[src/mlf_pkg.sv]
// Purpose: Constants and carrier types for the motor lock and fault supervisor.
// Assumes: Measurements arrive as unsigned codes on the mclk domain.
// Notes: Scales are integer codes; see module parameters for the step sizes.
// Notes on behaviour
// - Cap amplitude at limit times resistance plus back-EMF
// - Cap uses programmed parameters, never measured current
// - Cap only in closed loop, never faults
// - Fixed short-circuit trip stops drive, enters lock
// - Low-side current over selected threshold trips lock
// - Six enable bits gate each scheme individually
// - Six flags record detections, even when disabled
// - Flags clear automatically on motor restart
// - Lock forces high impedance through surge sequence
// - Wait retry delay, then restart the motor
// - Speed-based back-EMF above amplitude for filter time
// - Measured velocity constant outside window for filter time
// - No motor if phase current not above 140 mA
// - Open loop: no back-EMF one cycle after handoff
// - Closed loop: period over twice previous period
// - Surge: high sides off, low sides after delay
package mlf_pkg;
    localparam int          CLK_MHZ          = 200;
    localparam int          NO_MOTOR_MA      = 140;
    localparam int          FLAG_CURRENT     = 0;
    localparam int          FLAG_SPEED       = 1;
    localparam int          FLAG_KCONST      = 2;
    localparam int          FLAG_NO_MOTOR    = 3;
    localparam int          FLAG_OL_STUCK    = 4;
    localparam int          FLAG_CL_STUCK    = 5;
    localparam logic [5:0]  FLAGS_RESET      = 6'h00;
    localparam logic [8:0]  AMP_RESET        = 9'h000;
    localparam logic [8:0]  AMP_MAX          = 9'h1ff;

    typedef enum logic [1:0] {
        MLF_RUN     = 2'b00,
        MLF_BRAKE   = 2'b01,
        MLF_OFF     = 2'b11,
        MLF_RESTART = 2'b10
    } mlf_state_t;

    typedef struct packed {
        logic        closed_loop;
        logic        accelerating;
        logic        handoff_passed;
        logic        drive_cycle;
        logic        bemf_zc;
        logic        commutate;
        logic [11:0] speed;
        logic [11:0] phase_u_ma;
        logic [11:0] lowside_ma;
        logic [10:0] kconst_meas;
        logic [8:0]  speed_cmd;
    } mlf_meas_t;

    typedef struct packed {
        logic        hs_enable;
        logic        ls_enable;
        logic        outputs_hiz;
        logic        lock_detected;
        logic        motor_restart;
        logic        overcurrent_flag;
        logic        accel_cap_active;
        logic [8:0]  drive_amplitude;
    } mlf_drive_t;
endpackage

[src/mlf_motor_lock.sv]
// Purpose: Acceleration cap, lock detection, surge-safe shutdown and retry.
// Assumes: Measurement struct is on mclk; short_circuit_pin is asynchronous.
// Notes: One state struct, one comb fill, one register.
module mlf_motor_lock
    import mlf_pkg::*;
#(
    parameter int ILIMIT_STEP_MA     = 100,
    parameter int LOCK_STEP_MA       = 250,
    parameter int CAP_SHIFT          = 8,
    parameter int BRAKE_STEP_CYCLES  = 200,
    parameter int LOCK_FILTER_CYCLES = 20000,
    parameter int RETRY_CYCLES       = 1000000
) (
    input  wire logic       mclk,
    input  wire logic       reset_n,
    input  wire mlf_meas_t  meas,
    input  wire logic       short_circuit_pin,
    input  wire logic [3:0] accel_current_limit_sel,
    input  wire logic [2:0] lock_current_limit_sel,
    input  wire logic [5:0] lock_scheme_enable,
    input  wire logic [6:0] winding_resistance_setting,
    input  wire logic [6:0] velocity_constant_setting,
    input  wire logic [1:0] kconst_window_sel,
    input  wire logic [2:0] brake_delay_sel,
    input  wire logic       surge_protection,
    output mlf_drive_t      drive,
    output logic [5:0]      fault_flags
);
    // Elaboration checks: timers are 24 bits, current codes 12 bits
    if (RETRY_CYCLES < 1 || RETRY_CYCLES > 16777215
        || LOCK_FILTER_CYCLES < 1 || LOCK_FILTER_CYCLES > 16777215) begin
        $error("mlf_motor_lock: timing count out of range");
    end
    if (BRAKE_STEP_CYCLES < 1 || BRAKE_STEP_CYCLES > 65535
        || CAP_SHIFT < 0 || CAP_SHIFT > 15) begin
        $error("mlf_motor_lock: brake step or cap shift out of range");
    end
    if (ILIMIT_STEP_MA < 1 || ILIMIT_STEP_MA > 255
        || LOCK_STEP_MA < 1 || LOCK_STEP_MA > 511) begin
        $error("mlf_motor_lock: current step out of range");
    end

    typedef struct packed {
        mlf_state_t  state;
        logic [23:0] timer;
        logic [23:0] speed_filt;
        logic [23:0] kconst_filt;
        logic [19:0] period_cnt;
        logic [19:0] period_prev;
        logic        ol_armed;
        logic        ol_seen_zc;
        logic        was_closed;
        logic [1:0]  sc_sync;
        logic [5:0]  flags;
        mlf_drive_t  out;
    } mlf_st_t;

    mlf_st_t st_reg;
    mlf_st_t st_next;

    logic [11:0] ilimit_ma;
    logic [11:0] lock_ma;
    logic [10:0] res_val;
    logic [10:0] vconst_val;
    logic [24:0] ulimit_raw;
    logic [24:0] bemf_raw;
    logic [8:0]  ulimit;
    logic [8:0]  bemf_speed;
    logic [10:0] vconst_margin;
    logic [11:0] vconst_high;
    logic [11:0] vconst_low;
    logic [5:0]  detect;
    logic        lock_cond;
    logic [23:0] brake_cycles;

    always_comb begin
        ilimit_ma  = 12'((32'(accel_current_limit_sel) + 32'd1) * ILIMIT_STEP_MA);
        lock_ma    = 12'((32'(lock_current_limit_sel) + 32'd1) * LOCK_STEP_MA);
        res_val    = 11'(winding_resistance_setting[3:0]) << winding_resistance_setting[6:4];
        vconst_val = 11'(velocity_constant_setting[3:0]) << velocity_constant_setting[6:4];
        // Programmed resistance and constant only, no measured current
        ulimit_raw = (25'(ilimit_ma) * 25'(res_val) + 25'(meas.speed) * 25'(vconst_val))
                     >> CAP_SHIFT;
        bemf_raw   = (25'(meas.speed) * 25'(vconst_val)) >> CAP_SHIFT;
        ulimit     = (ulimit_raw > 25'(AMP_MAX)) ? AMP_MAX : ulimit_raw[8:0];
        bemf_speed = (bemf_raw > 25'(AMP_MAX)) ? AMP_MAX : bemf_raw[8:0];
        vconst_margin = vconst_val >> (3'd1 + 3'(kconst_window_sel));
        vconst_high   = 12'(vconst_val) + 12'(vconst_margin);
        vconst_low    = 12'(vconst_val) - 12'(vconst_margin);
        brake_cycles = 24'(32'(brake_delay_sel) * BRAKE_STEP_CYCLES);
    end

    always_comb begin
        st_next = st_reg;
        st_next.out.motor_restart = 1'b0;
        st_next.sc_sync = {st_reg.sc_sync[0], short_circuit_pin};
        st_next.was_closed = meas.closed_loop;
        detect = 6'h00;

        if (st_reg.state == MLF_RUN) begin
            detect[FLAG_CURRENT] = meas.lowside_ma > lock_ma;
            // Filtered speed-based back-EMF versus applied amplitude
            if (meas.closed_loop && bemf_speed > st_reg.out.drive_amplitude) begin
                if (st_reg.speed_filt < 24'(LOCK_FILTER_CYCLES))
                    st_next.speed_filt = st_reg.speed_filt + 24'd1;
            end else begin
                st_next.speed_filt = '0;
            end
            detect[FLAG_SPEED] = st_reg.speed_filt >= 24'(LOCK_FILTER_CYCLES);
            if (meas.closed_loop && (12'(meas.kconst_meas) > vconst_high
                                     || 12'(meas.kconst_meas) < vconst_low)) begin
                if (st_reg.kconst_filt < 24'(LOCK_FILTER_CYCLES))
                    st_next.kconst_filt = st_reg.kconst_filt + 24'd1;
            end else begin
                st_next.kconst_filt = '0;
            end
            detect[FLAG_KCONST] = st_reg.kconst_filt >= 24'(LOCK_FILTER_CYCLES);
            detect[FLAG_NO_MOTOR] = meas.closed_loop && !st_reg.was_closed
                                    && meas.phase_u_ma <= 12'(NO_MOTOR_MA);
            // Open loop: a drive cycle passing with no zero cross is a stall
            if (meas.closed_loop || !meas.handoff_passed) begin
                st_next.ol_armed = 1'b0;
            end else if (meas.drive_cycle) begin
                detect[FLAG_OL_STUCK] = st_reg.ol_armed && !st_reg.ol_seen_zc
                                        && !meas.bemf_zc;
                st_next.ol_armed   = 1'b1;
                st_next.ol_seen_zc = 1'b0;
            end else if (meas.bemf_zc) begin
                st_next.ol_seen_zc = 1'b1;
            end
            // Closed loop: commutation period against the previous one
            if (!meas.closed_loop) begin
                st_next.period_cnt  = '0;
                st_next.period_prev = '0;
            end else if (meas.commutate) begin
                st_next.period_prev = st_reg.period_cnt;
                st_next.period_cnt  = '0;
            end else if (st_reg.period_cnt != '1) begin
                st_next.period_cnt = st_reg.period_cnt + 20'd1;
            end
            detect[FLAG_CL_STUCK] = meas.closed_loop && st_reg.period_prev != '0
                && 21'(st_reg.period_cnt) > (21'(st_reg.period_prev) << 1);
        end

        lock_cond = |(detect & lock_scheme_enable) || st_reg.sc_sync[1];

        // Acceleration cap in closed loop only; it never raises a fault
        st_next.out.accel_cap_active = meas.closed_loop && meas.accelerating
                                       && meas.speed_cmd > ulimit;
        st_next.out.drive_amplitude = st_next.out.accel_cap_active ? ulimit
                                                                   : meas.speed_cmd;

        case (st_reg.state)
            MLF_RUN: begin
                if (lock_cond) begin
                    st_next.out.lock_detected    = 1'b1;
                    st_next.out.overcurrent_flag = st_reg.sc_sync[1] | st_reg.out.overcurrent_flag;
                    st_next.out.hs_enable        = 1'b0;
                    st_next.out.outputs_hiz      = 1'b1;
                    st_next.timer                = brake_cycles;
                    if (surge_protection && brake_delay_sel != 3'h0) begin
                        st_next.state = MLF_BRAKE;
                    end else begin
                        st_next.out.ls_enable = 1'b0;
                        st_next.timer         = 24'(RETRY_CYCLES);
                        st_next.state         = MLF_OFF;
                    end
                end
            end
            MLF_BRAKE: begin
                if (st_reg.timer <= 24'd1) begin
                    st_next.out.ls_enable = 1'b0;
                    st_next.timer         = 24'(RETRY_CYCLES);
                    st_next.state         = MLF_OFF;
                end else begin
                    st_next.timer = st_reg.timer - 24'd1;
                end
            end
            MLF_OFF: begin
                if (st_reg.timer <= 24'd1) begin
                    st_next.state = MLF_RESTART;
                end else begin
                    st_next.timer = st_reg.timer - 24'd1;
                end
            end
            MLF_RESTART: begin
                st_next.out.motor_restart    = 1'b1;
                st_next.out.hs_enable        = 1'b1;
                st_next.out.ls_enable        = 1'b1;
                st_next.out.outputs_hiz      = 1'b0;
                st_next.out.lock_detected    = 1'b0;
                st_next.out.overcurrent_flag = 1'b0;
                st_next.speed_filt  = '0;
                st_next.kconst_filt = '0;
                st_next.ol_armed    = 1'b0;
                // Stale periods would re-trip the stuck check at once
                st_next.ol_seen_zc  = 1'b0;
                st_next.period_cnt  = '0;
                st_next.period_prev = '0;
                st_next.state       = MLF_RUN;
            end
            default: st_next.state = MLF_OFF;
        endcase

        // Restart clears flags; detect is zero in that cycle, as it is only set in MLF_RUN
        st_next.flags = (st_reg.state == MLF_RESTART ? FLAGS_RESET : st_reg.flags) | detect;
    end

    always_ff @(posedge mclk) begin
        if (!reset_n) begin
            st_reg             <= '0;
            st_reg.state       <= MLF_RUN;
            st_reg.flags       <= FLAGS_RESET;
            st_reg.out.hs_enable <= 1'b1;
            st_reg.out.ls_enable <= 1'b1;
            st_reg.out.drive_amplitude <= AMP_RESET;
        end else begin
            st_reg <= st_next;
        end
    end

    assign drive       = st_reg.out;
    assign fault_flags = st_reg.flags;
endmodule

[config.mk]
export PLATFORM = sky130hd
export DESIGN_NAME = mlf_motor_lock
export DESIGN_NICKNAME = d
export VERILOG_FILES = /design/src/mlf_pkg.sv /design/src/mlf_motor_lock.sv
export SDC_FILE = /design/constraint.sdc
export NUM_CORES = 1
export LEC_CHECK = 0
export BUFFER_PORTS_ARGS = -buffer_cell sky130_fd_sc_hd__buf_2
export CORE_ASPECT_RATIO = 0.6
export CORE_UTILIZATION = 55
export CTS_BUF_LIST = sky130_fd_sc_hd__clkbuf_8
export DETAILED_ROUTE_END_ITERATION = 10
export PLACE_DENSITY = 0.75
export SLEW_MARGIN = 20
export SYNTH_ARGS = -nofsm -noshare
export SYNTH_HDL_FRONTEND = slang
export SYNTH_SLANG_ARGS = --single-unit
[constraint.sdc]
create_clock -name mclk -period 15.9 [get_ports mclk]
set_input_delay 1.59 -clock mclk [delete_from_list [all_inputs] [get_ports mclk]]
set_output_delay 1.59 -clock mclk [all_outputs]
set_load 0.03 [all_outputs]
==> flow_summary.yaml <==
critical_path:
  r2r-end: "st_reg[126]$_SDFFE_PN0P_"
  arrival_ns: 13.48
  path_common_cell: "ha_1"
  cp_slowest_stage_delay_ns: 0.66
  path_delay_family: "adder cells"
  crit_fanout: 19
  reg2reg_from: "st_reg[123]$_SDFFE_PN0P_"
  startpoint_type: "input port"
  reg2reg_slack_ns: 12.48
  reg2reg_depth: 9
  critPathBufInv: 7
  cp_slowest_cell: "xor2_1"
  crit_type: "in2reg"
  crit_required_ns: 16.28
  endpoint_kind: "flop"
clock_tree:
  cts_tree: "built"
  numCtsBuffers: 17
  cts-root-buf: "clkbuf_8"
  cts_sinks: 140
  cts_hold_buffers: 0
  htreeDepth: 4
  clock_path_buffers: 2
  cts_resized: 0
  path_clk_slew_ns: 0.09
  post_cts_buffers: 0
  clkLatencyLatePin_ns: 0.45
logic_synthesis:
  synthesis.instances: 2313
  synthesis.area_um2: 18800
  async_reset_ff_share_pct: 0
  avgSynthCellArea_um2: 8.14
  synth-seq-cells: 140
  syn_nets: 2849
  synth_top_flop_cell: "dfxtp_1"
  synth_edf_count: 0
  synth_warnings: 0
  synth_cell_types: 76
  yosysSeqAreaShare_pct: 14.9
sta:
  hold_viol: 0
  worstMarginPinSlew_ns: 1.19
  period_minus_slack_ns: 13.10
  fin_tns_setup_ns: 0
  setup_viol: 0
  max_freq_ghz: 0.0763
  period_share_pct: 82.4
  slew_violations: 0
  clock_skew_ns: 0.0172
  max_slew_margin_pct: 20.7
  grt_setup_unrepaired: "false"
  fin_ws_ns: 2.80
power_and_ir_drop:
  leakagePower_uw: 0.00973
  powerDensity_nw_per_um2: 135
  ir_worst_vdd_mv: 0.181
layout:
  syn2layout_area_growth_pct: 6.61
  largest_register_ffs: 118
  final_nets: 2906
  final_common_cell: "inv_1"
  drive_gt1_share_pct: 8.48
  final_cell_mix: "312 x inv_1, 269 x ha_1, 225 x nand2_1"
  fin_cells: 2844
global_route:
  grt_pass1_wl_um: 73900
  grt.total_usage_pct: 25.8
  antenna_found_initial: 2
  overflow: 0
  first_global_vias: 15300
  grt_max_degree: 35
placement:
  gp_congestion: 0.904
  detailedPlace.worstSlack_ns: 2.16
  placed_cells_incl_taps: 2810
  port_buffers: 119
  post-dp-hpwl_um: 36300
routing:
  detail_route.first_pass.iterations: 6
  drtIter0Drc: 1184
  ant_nets: 0
  via_per_inst: 5.63
  drc: 0
  drt_wl_total_um: 44200
  vias: 16000
  post_drt_wl_per_cell_um: 15.6
floorplan:
  dieWidth_um: 241
  dieHeight_um: 145
  die-area_um2: 35000
  ioPinCount: 120
  rows: 52
  initial_core_util_pct: 55.8
  core_area_um2: 33700
status:
  status: "complete, no violations"
min_path:
  worstHoldPathCells: 1
  min_path_type: "reg2reg"
  min_from: "st_next[23]$_SDFF_PN0_"
  worstHoldEndpoint: "st_reg[23]$_SDFF_PN0_"
run:
  cap_viol_max_count: 0
## worst register-to-register path: stages, from the launching register on
cell and delay (ns):
dfxtp_1 0.36, nor4_1 0.68, nand3b_1 0.14, nor4_1 0.61, nand2_1 0.14, a22o_1 0.22, nor2_1 0.71, nor4_1 0.15
xnor2_1 0.20, nor2_1 0.07
## final cells by class
type | count | area, um2
antenna | 2 | 5.00
multi-input combinational | 1766 | 14400
clock buffer | 17 | 234
inverter | 313 | 1170
fill | 3022 | 13600
clock inverter | 15 | 178
sequential | 140 | 2800
timing repair buffer | 132 | 693
tap | 459 | 574
## per-layer routing
metal	part of all wire (%)	track usage (%)	wire length, um	vias up
met5	0	0	0	-
li1	-	-	-	7807
met1	48	38.0	21100	7641
met3	7.0	3.61	3090	44
met4	1.0	5.06	455	0
met2	44	40.1	19600	518
## worst max path at each step
stage	start	endpoint	slack (ns)	cells past startpoint
floorplan	accel_current_limit_sel[0]	drive[9]$_SDFF_PN0_	3.97	46
global placement	accel_current_limit_sel[0]	drive[1]$_SDFF_PN0_	2.82	45
detailed placement	accel_current_limit_sel[0]	drive[4]$_SDFF_PN0_	2.16	45
CTS	accel_current_limit_sel[0]	drive[4]$_SDFF_PN0_	2.61	45
global route	accel_current_limit_sel[0]	drive[3]$_SDFF_PN0_	2.05	45
finish	accel_current_limit_sel[0]	drive[4]$_SDFF_PN0_	2.80	45
## per-stage QoR
step | hold WS, ns | util, % | area, um2 | total power (uW)
6_report | 0.444 | 59.5 | 20100 | 2710
5_1_grt | 0.470 | 59.5 | 20100 | 2970
4_1_cts | 0.445 | 59.5 | 20100 | 2690
3_5_place_dp | 0.424 | 58.3 | 19600 | 2370
3_3_place_gp | 0.415 | 58.3 | 19600 | 2300
2_1_floorplan | 0.412 | - | 18800 | 1960
## synthesized netlist by cell type, drive strengths merged, types with 4 or more instances
| library cell | count | area (um2) |
|---|---|---|
| nor3 | 30 | 161 |
| a211oi | 13 | 108 |
| nor2b | 25 | 156 |
| or3 | 28 | 175 |
| nand4 | 24 | 150 |
| inv | 312 | 1170 |
| or4 | 4 | 30.0 |
| or2 | 12 | 75.1 |
| o21a | 26 | 195 |
| nand3 | 36 | 180 |
| nor3b | 6 | 45.0 |
| a22o | 4 | 35.0 |
| o221ai | 4 | 35.0 |
| a21oi | 129 | 649 |
| and3 | 30 | 188 |
| dfxtp | 140 | 2800 |
| a41oi | 4 | 35.0 |
| nand2 | 226 | 848 |
| nor4 | 21 | 131 |
| and4 | 7 | 61.3 |
| nand4b | 4 | 35.0 |
| clkbuf | 60 | 225 |
| o21bai | 15 | 113 |
| a22oi | 8 | 60.1 |
| nand2b | 36 | 225 |
| xnor2 | 62 | 543 |
| o31ai | 7 | 80.1 |
| ha | 269 | 3370 |
| buf | 34 | 231 |
| o21ai | 112 | 568 |
| fa | 169 | 3380 |
| o2111ai | 5 | 43.8 |
| nor2 | 210 | 788 |
| mux2i | 13 | 130 |
| a31oi | 15 | 93.8 |
| mux2 | 7 | 78.8 |
| a21o | 32 | 240 |
| o211ai | 10 | 75.1 |
| xor2 | 48 | 420 |
| o221a | 4 | 45.0 |
| nand3b | 8 | 60.1 |
| and2 | 70 | 438 |
## power by group
group	internal (uW)	total, uW	switching, uW
combinational	784	1990	1210
clock	146	302	156
sequential	380	415	34.5
total	1310	2710	1400
## logic make-up (layout without fill, tap and decap cells)
| kind of cell | after synthesis | in the layout | share of synthesized area, % |
|---|---|---|---|
| buf+inv | 407 | 477 | 8.67 |
| flops | 140 | 140 | 14.9 |
| fa+ha+maj | 438 | 438 | 35.9 |
| xor+xnor | 110 | 110 | 5.12 |
| other cells | 0 | 2 | 0 |
| mux | 20 | 20 | 1.11 |
| simple gates | 784 | 784 | 20.4 |
| compound gates | 414 | 414 | 14.0 |
Note: power is estimated with default switching activity, not from simulation.
